==> config.mk <==
export PLATFORM = sky130hd
export DESIGN_NAME = cpm_ctrl
export DESIGN_NICKNAME = d
export VERILOG_FILES = /design/src/hw/cpm_pkg.sv /design/src/hw/cpm_timer.sv /design/src/hw/cpm_events.sv /design/src/hw/cpm_ctrl.sv
export SDC_FILE = /design/constraint.sdc
export NUM_CORES = 1
export LEC_CHECK = 0
export BUFFER_PORTS_ARGS = -buffer_cell sky130_fd_sc_hd__clkbuf_2
export CAP_MARGIN = 20
export CORE_ASPECT_RATIO = 1.4
export CORE_MARGIN = 10
export CORE_UTILIZATION = 40
export DETAILED_ROUTE_END_ITERATION = 6
export HOLD_SLACK_MARGIN = 0.08
export PLACE_DENSITY = 0.7
export SLEW_MARGIN = 20
export SYNTH_ARGS = -nofsm -noshare
export SYNTH_HDL_FRONTEND = slang
export SYNTH_SLANG_ARGS = --single-unit
export TNS_END_PERCENT = 50
==> constraint.sdc <==
create_clock -name REF_CLK -period 5.21 [get_ports REF_CLK]
set_input_delay 1.042 -clock REF_CLK [delete_from_list [all_inputs] [get_ports REF_CLK]]
set_output_delay 1.042 -clock REF_CLK [all_outputs]
set_load 0.05 [all_outputs]
==> src/hw/cpm_pkg.sv <==
// Constants, register map and types for the charge pump gain controller.
// Assumes a single 250 MHz reference clock and comparator inputs already synchronous to it.
package cpm_pkg;

   // Clock and printed times
   localparam real CLK_PERIOD_NS = 4.0;
   localparam real GAIN_CHANGE_TIME_US = 400.0;
   localparam real POWER_OFF_DELAY_MS = 0.9;
   localparam real POWER_OFF_MAX_MS = 1.5;
   localparam real SETTLE_1X_US = 40.0;
   localparam real SETTLE_133_US = 400.0;
   localparam real DIAG_TIME_US = 10.0;

   // Cycle counts; every delay rounds down
   localparam int GAIN_CHANGE_CYC = int'($floor(GAIN_CHANGE_TIME_US * 1000.0 / CLK_PERIOD_NS));
   localparam int POWER_OFF_CYC = int'($floor(POWER_OFF_DELAY_MS * 1000000.0 / CLK_PERIOD_NS));
   localparam int POWER_OFF_MAX_CYC = int'($floor(POWER_OFF_MAX_MS * 1000000.0 / CLK_PERIOD_NS));
   localparam int SETTLE_1X_CYC = int'($floor(SETTLE_1X_US * 1000.0 / CLK_PERIOD_NS));
   localparam int SETTLE_133_CYC = int'($floor(SETTLE_133_US * 1000.0 / CLK_PERIOD_NS));
   localparam int DIAG_CYC = int'($floor(DIAG_TIME_US * 1000.0 / CLK_PERIOD_NS));
   localparam int TMR_W = 18;

   // Register map, byte addresses
   localparam int ADR_W = 8;
   localparam logic [ADR_W-1:0] REG_CTRL = 8'h00;
   localparam logic [ADR_W-1:0] REG_STATUS = 8'h04;
   localparam logic [ADR_W-1:0] REG_IRQ_STATUS = 8'h08;
   localparam logic [ADR_W-1:0] REG_IRQ_MASK = 8'h0C;

   // Control fields and reset values
   localparam int NCH = 4;
   localparam int CTRL_RESTART_BIT = 4;
   localparam logic [NCH-1:0] CTRL_ALLOW_RESET = 4'hF;

   // Event bits
   localparam int IRQ_W = 6;
   localparam int EV_GAIN = 0;
   localparam int EV_OFF = 1;
   localparam int EV_OPEN = 2;
   localparam int EV_OVP = 3;
   localparam int EV_HOT = 4;
   localparam int EV_LOW = 5;
   localparam logic [IRQ_W-1:0] IRQ_MASK_RESET = 6'h00;

   typedef enum logic [1:0] {CPM_G1X, CPM_G133, CPM_G15, CPM_G2X} cpm_gain_e;
   typedef enum logic [1:0] {CPM_OFF, CPM_START, CPM_RUN, CPM_DIAG} cpm_state_e;

endpackage

==> src/hw/cpm_timer.sv <==
// Saturating cycle timer used for every delay of the controller.
// Assumes restart has priority over run; limit may change while counting, and a count already past it runs on and wraps.
`timescale 1ns/100ps
module cpm_timer
   import cpm_pkg::*;
#(
   parameter int W = TMR_W
) (
   // Clock and reset
   input wire logic clk,
   input wire logic rst_n,
   // Control
   input wire logic restart,
   input wire logic run,
   input wire logic [W-1:0] limit,
   // Result
   output logic done
);

   logic [W-1:0] cnt;

   // Counts up and parks at the limit so done stays high while run holds, until restarted
   always_ff @(posedge clk or negedge rst_n) begin
      if (!rst_n) begin
         cnt <= '0;
      end else if (restart) begin
         cnt <= '0;
      end else if (run && cnt != limit) begin
         cnt <= cnt + 1'b1;
      end
   end

   assign done = run && (cnt == limit);

endmodule

==> src/hw/cpm_events.sv <==
// Sticky event flags with read-to-clear, a mask and one level interrupt.
// Assumes clr_rd is a one-cycle pulse at the bus edge that returns the status word.
`timescale 1ns/100ps
module cpm_events
   import cpm_pkg::*;
#(
   parameter int N = IRQ_W
) (
   // Clock and reset
   input wire logic clk,
   input wire logic rst_n,
   // Events and software access
   input wire logic [N-1:0] set,
   input wire logic clr_rd,
   input wire logic mask_we,
   input wire logic [N-1:0] mask_din,
   // State
   output logic [N-1:0] status,
   output logic [N-1:0] mask,
   output logic irq
);

   // A set in the clearing cycle survives, so no event is lost
   always_ff @(posedge clk or negedge rst_n) begin
      if (!rst_n) begin
         status <= '0;
      end else begin
         status <= set | (clr_rd ? '0 : status);
      end
   end

   // Mask register
   always_ff @(posedge clk or negedge rst_n) begin
      if (!rst_n) begin
         mask <= IRQ_MASK_RESET;
      end else if (mask_we) begin
         mask <= mask_din;
      end
   end

   // Registered interrupt level, built from the next status and next mask so it tracks both registers
   always_ff @(posedge clk or negedge rst_n) begin
      if (!rst_n) begin
         irq <= 1'b0;
      end else begin
         irq <= |((set | (clr_rd ? '0 : status)) & (mask_we ? mask_din : mask));
      end
   end

endmodule

==> src/hw/cpm_ctrl.sv <==
// Charge pump gain controller: gain stepping, enable/dimming gating, shutdown
// timing, diagnostics and fault handling, with a classic Wishbone register slave.
// Assumes all sense inputs and EN are synchronous to REF_CLK.
`timescale 1ns/100ps
module cpm_ctrl
   import cpm_pkg::*;
#(
   parameter logic [TMR_W-1:0] GAIN_CHANGE_CYCLES = TMR_W'(GAIN_CHANGE_CYC),
   parameter logic [TMR_W-1:0] POWER_OFF_CYCLES = TMR_W'(POWER_OFF_CYC),
   parameter logic [TMR_W-1:0] SETTLE_1X_CYCLES = TMR_W'(SETTLE_1X_CYC),
   parameter logic [TMR_W-1:0] SETTLE_133_CYCLES = TMR_W'(SETTLE_133_CYC)
) (
   // Clock and reset
   input wire logic REF_CLK,
   input wire logic RST_N,
   // Wishbone slave
   input wire logic WB_CYC_I,
   input wire logic WB_STB_I,
   input wire logic WB_WE_I,
   input wire logic [ADR_W-1:0] WB_ADR_I,
   input wire logic [3:0] WB_SEL_I,
   input wire logic [31:0] WB_DAT_I,
   output logic [31:0] WB_DAT_O,
   output logic WB_ACK_O,
   // Host enable and dimming pin
   input wire logic EN,
   // Comparator results
   input wire logic [NCH-1:0] HEADROOM_OK,
   input wire logic [NCH-1:0] SINK_TIED_TO_PUMP_OUTPUT,
   input wire logic [NCH-1:0] OPEN_LED_SENSE,
   input wire logic SUPPLY_INPUT_SUFFICIENT,
   input wire logic PUMP_OUTPUT_OVER,
   input wire logic SUPPLY_LOW_LOCKOUT,
   input wire logic DIE_OVER_TEMP,
   input wire logic DIE_TEMP_RECOVERED,
   // Power stage and sink controls, and the interrupt
   output logic [1:0] PUMP_GAIN,
   output logic PUMP_RUN,
   output logic [NCH-1:0] CATHODE_SINK_ON,
   output logic CATHODE_SINK_HIZ,
   output logic CURRENT_SET_RESISTOR_PIN_DRIVE,
   output logic IRQ
);

   cpm_state_e state;
   cpm_state_e next_state;
   cpm_gain_e gain;
   logic en_q;
   logic hot;
   logic thermal_off;
   logic [NCH-1:0] ignored;
   logic [NCH-1:0] allow;
   logic restart_req;
   logic [NCH-1:0] active;
   logic running;
   logic reg_fail;
   logic step_now;
   logic back_to_1x;
   logic gain_reset;
   logic open_seen;
   logic wake;
   logic gain_done;
   logic settle_done;
   logic off_done;
   logic diag_done;
   logic [IRQ_W-1:0] ev_set;
   logic [IRQ_W-1:0] ev_status;
   logic [IRQ_W-1:0] ev_mask;
   logic bus_req;
   logic rd_irq;
   logic mask_we;

   // Channel bookkeeping and derived conditions
   assign active = allow & ~SINK_TIED_TO_PUMP_OUTPUT & ~ignored;
   assign running = (state == CPM_START) || (state == CPM_RUN);
   assign reg_fail = EN && |(active & ~HEADROOM_OK);
   assign step_now = running && gain_done && (gain != CPM_G2X);
   assign back_to_1x = running && (gain != CPM_G1X) && (SUPPLY_INPUT_SUFFICIENT || active == '0);
   assign gain_reset = (state == CPM_OFF) || (PUMP_OUTPUT_OVER && state != CPM_OFF) || restart_req
      || diag_done;
   assign open_seen = EN && (state == CPM_RUN) && |(OPEN_LED_SENSE & active);
   assign wake = EN && !SUPPLY_LOW_LOCKOUT && !hot && (!en_q || thermal_off);

   // Gain step timer runs only while some active channel is out of regulation
   cpm_timer #(.W(TMR_W)) u_gain_tmr (
      .clk(REF_CLK),
      .rst_n(RST_N),
      .restart(!reg_fail || step_now || gain_reset || back_to_1x),
      .run(running && reg_fail),
      .limit(GAIN_CHANGE_CYCLES),
      .done(gain_done)
   );

   // Soft-start settling; the limit lengthens when the gain leaves unity during start, and the count is not restarted
   cpm_timer #(.W(TMR_W)) u_settle_tmr (
      .clk(REF_CLK),
      .rst_n(RST_N),
      .restart(state != CPM_START),
      .run(state == CPM_START),
      .limit(gain == CPM_G1X ? SETTLE_1X_CYCLES : SETTLE_133_CYCLES),
      .done(settle_done)
   );

   // Power-off delay measured from the enable falling edge
   cpm_timer #(.W(TMR_W)) u_off_tmr (
      .clk(REF_CLK),
      .rst_n(RST_N),
      .restart(EN),
      .run(!EN && state != CPM_OFF),
      .limit(POWER_OFF_CYCLES),
      .done(off_done)
   );

   // Diagnostic window after an open LED is seen
   cpm_timer #(.W(TMR_W)) u_diag_tmr (
      .clk(REF_CLK),
      .rst_n(RST_N),
      .restart(state != CPM_DIAG),
      .run(state == CPM_DIAG),
      .limit(TMR_W'(DIAG_CYC)),
      .done(diag_done)
   );

   // Sequencer; faults take priority over every other transition
   always_comb begin
      next_state = state;
      unique case (state)
         CPM_OFF: begin
            if (wake) begin
               next_state = CPM_START;
            end
         end
         CPM_START: begin
            if (settle_done) begin
               next_state = CPM_RUN;
            end
         end
         CPM_RUN: begin
            if (open_seen) begin
               next_state = CPM_DIAG;
            end
         end
         CPM_DIAG: begin
            if (diag_done) begin
               next_state = CPM_RUN;
            end
         end
      endcase
      if (SUPPLY_LOW_LOCKOUT || hot || DIE_OVER_TEMP || off_done) begin
         next_state = CPM_OFF;
      end
   end

   // State register
   always_ff @(posedge REF_CLK or negedge RST_N) begin
      if (!RST_N) begin
         state <= CPM_OFF;
      end else begin
         state <= next_state;
      end
   end

   // Enable history for edge detection
   always_ff @(posedge REF_CLK or negedge RST_N) begin
      if (!RST_N) begin
         en_q <= 1'b0;
      end else begin
         en_q <= EN;
      end
   end

   // Thermal latch gives the hysteresis between trip and recovery
   always_ff @(posedge REF_CLK or negedge RST_N) begin
      if (!RST_N) begin
         hot <= 1'b0;
      end else if (DIE_OVER_TEMP) begin
         hot <= 1'b1;
      end else if (DIE_TEMP_RECOVERED) begin
         hot <= 1'b0;
      end
   end

   // Remembers a thermal trip so cooling resumes without a new enable edge
   always_ff @(posedge REF_CLK or negedge RST_N) begin
      if (!RST_N) begin
         thermal_off <= 1'b0;
      end else if (DIE_OVER_TEMP) begin
         thermal_off <= 1'b1;
      end else if (state != CPM_OFF) begin
         thermal_off <= 1'b0;
      end
   end

   // Gain selection: up one step at a time, down only to unity
   always_ff @(posedge REF_CLK or negedge RST_N) begin
      if (!RST_N) begin
         gain <= CPM_G1X;
      end else if (gain_reset || back_to_1x) begin
         gain <= CPM_G1X;
      end else if (step_now) begin
         gain <= cpm_gain_e'(gain + 2'd1);
      end
   end

   // Channels found open at the end of diagnostics are dropped until shutdown
   always_ff @(posedge REF_CLK or negedge RST_N) begin
      if (!RST_N) begin
         ignored <= '0;
      end else if (state == CPM_OFF) begin
         ignored <= '0;
      end else if (diag_done) begin
         ignored <= ignored | (OPEN_LED_SENSE & active);
      end
   end

   // Sink gating follows EN with one register of delay in either direction while the sequencer stays out of OFF
   always_ff @(posedge REF_CLK or negedge RST_N) begin
      if (!RST_N) begin
         CATHODE_SINK_ON <= '0;
      end else if (EN && state != CPM_OFF && next_state != CPM_OFF) begin
         CATHODE_SINK_ON <= active;
      end else begin
         CATHODE_SINK_ON <= '0;
      end
   end

   // Power stage and high-impedance controls
   always_ff @(posedge REF_CLK or negedge RST_N) begin
      if (!RST_N) begin
         PUMP_GAIN <= CPM_G1X;
         PUMP_RUN <= 1'b0;
         CATHODE_SINK_HIZ <= 1'b1;
         CURRENT_SET_RESISTOR_PIN_DRIVE <= 1'b0;
      end else begin
         PUMP_GAIN <= gain;
         PUMP_RUN <= (state != CPM_OFF);
         CATHODE_SINK_HIZ <= (state == CPM_OFF);
         CURRENT_SET_RESISTOR_PIN_DRIVE <= (state != CPM_OFF);
      end
   end

   // Event sources for the interrupt block
   always_comb begin
      ev_set = '0;
      ev_set[EV_GAIN] = step_now || (back_to_1x && !gain_reset);
      ev_set[EV_OFF] = (state != CPM_OFF) && (next_state == CPM_OFF);
      ev_set[EV_OPEN] = open_seen;
      ev_set[EV_OVP] = PUMP_OUTPUT_OVER && state != CPM_OFF;
      ev_set[EV_HOT] = DIE_OVER_TEMP && !hot;
      ev_set[EV_LOW] = SUPPLY_LOW_LOCKOUT && state != CPM_OFF;
   end

   cpm_events #(.N(IRQ_W)) u_events (
      .clk(REF_CLK),
      .rst_n(RST_N),
      .set(ev_set),
      .clr_rd(rd_irq),
      .mask_we(mask_we),
      .mask_din(WB_DAT_I[IRQ_W-1:0]),
      .status(ev_status),
      .mask(ev_mask),
      .irq(IRQ)
   );

   // Bus decode; one wait state, ack drops the cycle after it is given
   assign bus_req = WB_CYC_I && WB_STB_I && !WB_ACK_O;
   assign rd_irq = bus_req && !WB_WE_I && (WB_ADR_I == REG_IRQ_STATUS);
   assign mask_we = bus_req && WB_WE_I && WB_SEL_I[0] && (WB_ADR_I == REG_IRQ_MASK);

   always_ff @(posedge REF_CLK or negedge RST_N) begin
      if (!RST_N) begin
         WB_ACK_O <= 1'b0;
      end else begin
         WB_ACK_O <= bus_req;
      end
   end

   // Control register: channel allow mask and a self-clearing restart
   always_ff @(posedge REF_CLK or negedge RST_N) begin
      if (!RST_N) begin
         allow <= CTRL_ALLOW_RESET;
         restart_req <= 1'b0;
      end else begin
         restart_req <= 1'b0;
         if (bus_req && WB_WE_I && WB_SEL_I[0] && WB_ADR_I == REG_CTRL) begin
            allow <= WB_DAT_I[NCH-1:0];
            restart_req <= WB_DAT_I[CTRL_RESTART_BIT];
         end
      end
   end

   // Read data is captured at the edge that raises ack; unmapped reads give zero
   always_ff @(posedge REF_CLK or negedge RST_N) begin
      if (!RST_N) begin
         WB_DAT_O <= '0;
      end else if (bus_req && !WB_WE_I) begin
         unique case (WB_ADR_I)
            REG_CTRL: WB_DAT_O <= {28'h000_0000, allow};
            REG_STATUS: WB_DAT_O <= {18'h0_0000, hot, SUPPLY_LOW_LOCKOUT, ignored, active, state, gain};
            REG_IRQ_STATUS: WB_DAT_O <= {26'h000_0000, ev_status};
            REG_IRQ_MASK: WB_DAT_O <= {26'h000_0000, ev_mask};
            default: WB_DAT_O <= '0;
         endcase
      end
   end

   // Checks
   chk_wake_unity: assert property (@(posedge REF_CLK) disable iff (!RST_N)
      (state == CPM_OFF ##1 state == CPM_START) |-> gain == CPM_G1X)
      else $error("wake did not start at unity gain");

   chk_step_up: assert property (@(posedge REF_CLK) disable iff (!RST_N)
      (step_now && gain == CPM_G1X && !gain_reset && !back_to_1x) |=> gain == CPM_G133)
      else $error("gain did not step to 1.33 after the delay");

   chk_step_chain: assert property (@(posedge REF_CLK) disable iff (!RST_N)
      (gain != $past(gain) && gain != CPM_G1X) |-> gain == cpm_gain_e'($past(gain) + 2'd1))
      else $error("gain rose by other than one step");

   chk_down_unity: assert property (@(posedge REF_CLK) disable iff (!RST_N)
      (gain < $past(gain)) |-> gain == CPM_G1X)
      else $error("gain stepped down to an intermediate setting");

   chk_sink_off_en: assert property (@(posedge REF_CLK) disable iff (!RST_N)
      !EN |=> CATHODE_SINK_ON == '0)
      else $error("sinks still on after enable low");

   chk_off_cause: assert property (@(posedge REF_CLK) disable iff (!RST_N)
      (state != CPM_OFF ##1 state == CPM_OFF) |-> $past(off_done || SUPPLY_LOW_LOCKOUT || hot || DIE_OVER_TEMP))
      else $error("shutdown entered without cause");

   chk_supply_low_lockout_off: assert property (@(posedge REF_CLK) disable iff (!RST_N)
      SUPPLY_LOW_LOCKOUT |=> state == CPM_OFF ##1 CATHODE_SINK_HIZ)
      else $error("under-voltage did not force shutdown");

   chk_hiz_off: assert property (@(posedge REF_CLK) disable iff (!RST_N)
      state == CPM_OFF |=> CATHODE_SINK_HIZ && !CURRENT_SET_RESISTOR_PIN_DRIVE && CATHODE_SINK_ON == '0)
      else $error("outputs not high impedance in shutdown");

   chk_tied_excl: assert property (@(posedge REF_CLK) disable iff (!RST_N)
      SINK_TIED_TO_PUMP_OUTPUT != '0 |=> (CATHODE_SINK_ON & $past(SINK_TIED_TO_PUMP_OUTPUT)) == '0)
      else $error("tied channel was driven");

   chk_all_open: assert property (@(posedge REF_CLK) disable iff (!RST_N)
      (running && active == '0) |=> gain == CPM_G1X)
      else $error("no active channel but gain above unity");

   chk_ovp_reset: assert property (@(posedge REF_CLK) disable iff (!RST_N)
      (PUMP_OUTPUT_OVER && state != CPM_OFF) |=> gain == CPM_G1X)
      else $error("over-voltage did not reset gain");

   chk_hot_off: assert property (@(posedge REF_CLK) disable iff (!RST_N)
      hot |-> ##1 state == CPM_OFF)
      else $error("running while over temperature");

endmodule

* Word-level counts from Yosys, hierarchy flattened
Cells that the tools add are included.
** Storage, ports and cells
- Input bits :: 67
- Register bits :: 142
- Logic and storage cells :: 157
- Output and inout port bits :: 43
** Cells by class
- Bitwise logic cells :: 10
- Equal/unequal tests :: 17
- Multiplexer cells :: 28
- Reductions and logical operators :: 76
- $add $sub $neg :: 5
** Operators by type and width (number)
- $mux 18 :: 8
- $add 18x1->18 const B :: 4
- $pmux 14 s4 :: 1
- $logic_and 1x1->1 :: 35
- $reduce_bool 2->1 :: 11
- $eq 18x12->1 const B :: 1
- $eq 18x17->1 :: 1
- $eq 18x17->1 const B :: 1
- $eq 18x18->1 const B :: 1
- $ne 18x12->1 const B :: 1
- $ne 18x17->1 :: 1
- $ne 18x17->1 const B :: 1
- $ne 18x18->1 const B :: 1
- $mux 17 :: 1
- $and 4x4->4 :: 4
- $eq 8x4->1 const B :: 2
- $logic_or 1x1->1 :: 14
- $mux 2 :: 7
- $mux 4 :: 3
- $mux 6 :: 2
- $not 4->4 :: 3
- $eq 8x3->1 const B :: 1
- $logic_not 1->1 :: 8
- $logic_not 8->1 :: 1
- other kinds (14) :: 23

* Depth between registers and ports, before layout
- Depth in word-level cells :: 14
- Mapped depth :: 10
- Gate-level depth less buffers :: 8

* By module
A second synthesis with hierarchy kept.
** Second synthesis, totals
- Cells, all modules :: 786
- Area, all modules :: 7698.6 um2
** Modules (own cells, without submodules)
- cpm_timer :: area each 1226.2 um2, times used 4, cells each 135, sequential area each 450.4 um2
- cpm_ctrl :: area each 2245.9 um2, times used 1, cells each 209, sequential area each 982.2 um2
- cpm_events :: area each 548.0 um2, times used 1, cells each 37, sequential area each 325.3 um2

* Worst setup path after synthesis
OpenSTA, ideal clock, no wires.
- Path kind :: in2reg
- From :: in WB_ADR_I[1]
- To :: reg u_events.irq
- Cell stages on the path :: 6
- Path slack :: 2.112 ns
- Arrival time :: 2.974 ns
- Path through :: or4_4 > nor4_2 > mux2_2 > a32oi_1 > nand3_1 > a211o_1
** On the way
- Longest elaborated chain between the ends :: 6
- Elaborated cells on any way between the ends :: 9
- Classes of those cells :: 2 x eq/ne; 2 x mux; 2 x bitwise; 3 x reduce/logical
** RTL lines
- start, declared :: RTL line cpm_ctrl.sv:20 : input wire logic [ADR_W-1:0] WB_ADR_I,
- $eq 8x4->1 :: RTL line cpm_ctrl.sv:267 : assign rd_irq = bus_req && !WB_WE_I && (WB_ADR_I == REG_IRQ_STATUS);
- $logic_and 1x1->1 :: RTL line cpm_ctrl.sv:267
- $mux 6 :: RTL line cpm_events.sv:46 : irq <= |((set | (clr_rd ? '0 : status)) & (mask_we ? mask_din : mask));
- $or 6x6->6 :: RTL line cpm_events.sv:46
- $and 6x6->6 * :: RTL line cpm_events.sv:46
- $reduce_or 6->1 * :: RTL line cpm_events.sv:46
- end signal, assigned :: RTL line cpm_events.sv:46
- end, declared :: RTL line cpm_events.sv:20 : output logic irq
Mark *: on every way between the ends. The rest lies on a longest branch, timed or not.
A chain may end at the register's enable or synchronous reset.

* Worst setup path in the final report
Same ends and word-level chain as after synthesis.

==> reports/metrics.yaml <==
wl_per_cell_um: 15.78
cts_sinks: 124
layout_min_cycle_time_ns: 3.068
drc: 0
finalCritPeriodShare: 0.5889
synth.cell_area_sq_um: 6374
rsz0062_at_grt: "false"
crit_path_max_fanout: 6
routed_wl_mm: 14.21
holdCritPathClass: "flop to flop"
io_pins: 110
path_clk_slew_ns: 0.06
grt_overflow_total: 0
synth.ff_latch_count: 124
coreArea_sq_um: 15610
synthTopCellsByArea: "dfrtp_1, nor2_1, xor2_1, xnor2_1, ha_1"
synthDistinctLibCells: 65
p_seq_frac: 0.421
cts_tree: "done"
ys_seq_area_frac: 0.4878
crit_required_ns: 5.51
slew_viol_final: 0
synthToLayoutAreaGrowth_pct: 16.75
vias: 4768
clockPowerShare: 0.537
cts_resized: 0
antenna_left: 0
synth_top_area_frac: 0.4672
clockRootBuffer: "clkbuf_16"
grtUsageTotal: 0.1364
fmax_ghz: 0.3260
p_int_mw: 1.792
setup_viol: 0
outcome: "completed"
fin_tns_setup_ns: 0
die_width_um: 126.7
synth.avg_cell_area_sq_um: 10.17
diodes: 0
skew_ns: 0.008187
grt_max_degree: 67
synth_warnings: 0
power_leakage_nw: 3.264
synth_largest_area_cell: "dfrtp_1"
cts_hold_buf: 0
vdd_drop_max_mv: 0.2341
power_mw: 2.313
clk_latency_ns: 0.41
post_cts.repair.setup_buffers: 0
crit_arrival_ns: 3.36
critical_path_class: "input port to flop"
synth_edf_count: 0
portBuffers: 62
layout-drive-gt1-share: 0.1901
place_hpwl_mm: 10.18
grt_antenna_before_repair: 0
comb_power_share: 0.042
synthTopCellsByCount: "dfrtp_1, nor2_1, nand2_1, inv_1, xor2_1"
yosys_most_used_dff: "dfrtp_1"
grt_pass1_wl_mm: 24.36
cp-start-kind: "input port"
dr.pass1.iters: 4
die_h_um: 169.4
dieArea_sq_um: 21450
htreeDepth: 4
place_congestion: 0.8030
rows: 54
avgViaCountPerCell: 5.292
grt_pass1_vias: 4935
cts_buffer_depth: 2
fin_nets: 776
crit_chain: "clkbuf_2 > or4_4 > nor4_2 > mux2_2 > a22oi_1 > nand3_1 > a211o_1"
cp-end-kind: "flop"
initial_core_util: 0.4084
tightest_slew_ns: 0.9265
p_sw_frac: 0.2255
p_per_area_nw_per_um2: 310.9
crit_path_top_delay_cell: "nor4_2"
max_cap_viol_count: 0
async_flop_share: 1.000
power.switching_mw: 0.5216
cts_inserted_buffers: 17
final_hold_viol_count: 0
cpPeakStageDelay_ns: 0.71
synth.most_common_cell: "dfrtp_1"
drtIter0Drc: 387
postSynthCellCount: 627
slew_headroom: 0.3663
==> cells by family after synthesis <==
family | synth area share
compound gates | 0.06989
xor+xnor | 0.08638
fa+ha+maj | 0.03141
buf+inv | 0.05143
flops | 0.4878
mux | 0.03632
other cells | 0.0005884
simple gates | 0.2362
==> registers in the layout, summed over array words and instances (netlist names) <==
| register | flops |
|---|---|
| CATHODE_SINK_HIZ | 1 |
| CATHODE_SINK_ON | 4 |
| CURRENT_SET_RESISTOR_PIN_DRIVE | 1 |
| PUMP_GAIN | 2 |
| WB_ACK_O | 1 |
| WB_DAT_O | 14 |
| allow | 4 |
| en_q | 1 |
| gain | 2 |
| hot | 1 |
| ignored | 4 |
| restart_req | 1 |
| state | 2 |
| thermal_off | 1 |
| u_diag_tmr.cnt | 18 |
| u_events.irq | 1 |
| u_events.mask | 6 |
| u_events.status | 6 |
| u_gain_tmr.cnt | 18 |
| u_off_tmr.cnt | 18 |
| u_settle_tmr.cnt | 18 |
==> placed cells by master, fill, tap and decap left out, drive strengths merged, types with 4 or more instances in the layout <==
cell type / netlist / routed
nand3: 27 / 27
nor3: 14 / 14
mux2i: 4 / 4
nor4: 9 / 9
dfrtp: 119 / 119
nor2: 83 / 83
clkbuf: 9 / 78
nor4bb: 4 / 4
or4b: 5 / 5
or3: 12 / 12
clkinv: 0 / 4
a21oi: 14 / 14
nand4: 20 / 20
and4: 6 / 6
conb: 1 / 18
mux4: 4 / 4
nand2: 38 / 38
inv: 34 / 37
mux2: 9 / 9
or3b: 6 / 6
ha: 16 / 16
and3: 13 / 13
xnor2: 28 / 28
or4: 4 / 4
o21ai: 20 / 20
nand2b: 5 / 5
xor2: 34 / 34
a22o: 7 / 7
bufinv: 0 / 4
nor4b: 7 / 7
dfstp: 5 / 5
==> stage by stage <==
step / util / area (sq um) / std cells / setup slack, ns / hold WS [ns]
3_5_place_dp: 0.4371 / 6823 / 870 / 1.789 / 0.4663
2_1_floorplan: - / 6437 / 644 / 2.112 / 0.3956
5_1_grt: 0.4768 / 7441 / 901 / 1.788 / 0.4938
4_1_cts: 0.4768 / 7441 / 901 / 2.164 / 0.4807
3_3_place_gp: 0.4371 / 6823 / 870 / 1.774 / 0.4585
6_report: 0.4768 / 7441 / 901 / 2.142 / 0.4720
==> power groups by stage <==
stage | clock network, mW | registers, mW | logic, mW
after detailed placement | 0 | 0.990 | 0.0988
after global routing | 1.31 | 0.973 | 0.108
after CTS | 1.26 | 0.973 | 0.0993
after global placement | 0 | 0.990 | 0.0982
final | 1.24 | 0.973 | 0.0982
after floorplan | 0 | 0.992 | 0.0607
==> worst paths after layout <==
kind                              from              endpoint  slack, ns  cells after the start
max                        WB_ADR_I[1]          u_events.irq       2.14                      7
min                        WB_DAT_O[7]           WB_DAT_O[7]       0.47                      2
max reg2reg                   state[0]    CATHODE_SINK_ON[0]       2.18                      8
min reg2reg                WB_DAT_O[7]           WB_DAT_O[7]       0.47                      2
max in group asynchronous        RST_N              allow[0]       3.59                      2
min in group asynchronous        RST_N  u_settle_tmr.cnt[10]       0.76                      1
==> per-layer routing <==
| layer | up-vias | GRT usage | wire, um |
|---|---|---|---|
| li1 | 2296 | - | - |
| met4 | 0 | 0.06452 | 384 |
| met2 | 97 | 0.2331 | 7396 |
| met3 | 32 | 0.03376 | 578 |
| met1 | 2343 | 0.1559 | 5855 |
| met5 | - | 0 | 0 |
==> final cells by class <==
type | count | area (sq um)
Fill cell | 1423 | 8167
Multi-Input combinational cell | 452 | 3000
Tap cell | 196 | 245.2
Inverter | 34 | 127.6
Timing Repair Buffer | 64 | 340.3
Clock inverter | 14 | 192.7
Sequential cell | 124 | 3109
Clock buffer | 17 | 425.4
==> worst max-delay path: cells and delay by family <==
family | cells | cell delay, ns
muxes | 1 | 0.42
AOI/OAI and AO/OA | 2 | 0.46
buffers and inverters | 1 | 0.08
and+or+nand+nor | 3 | 1.36
Note: power is estimated with default switching activity, not from simulation.
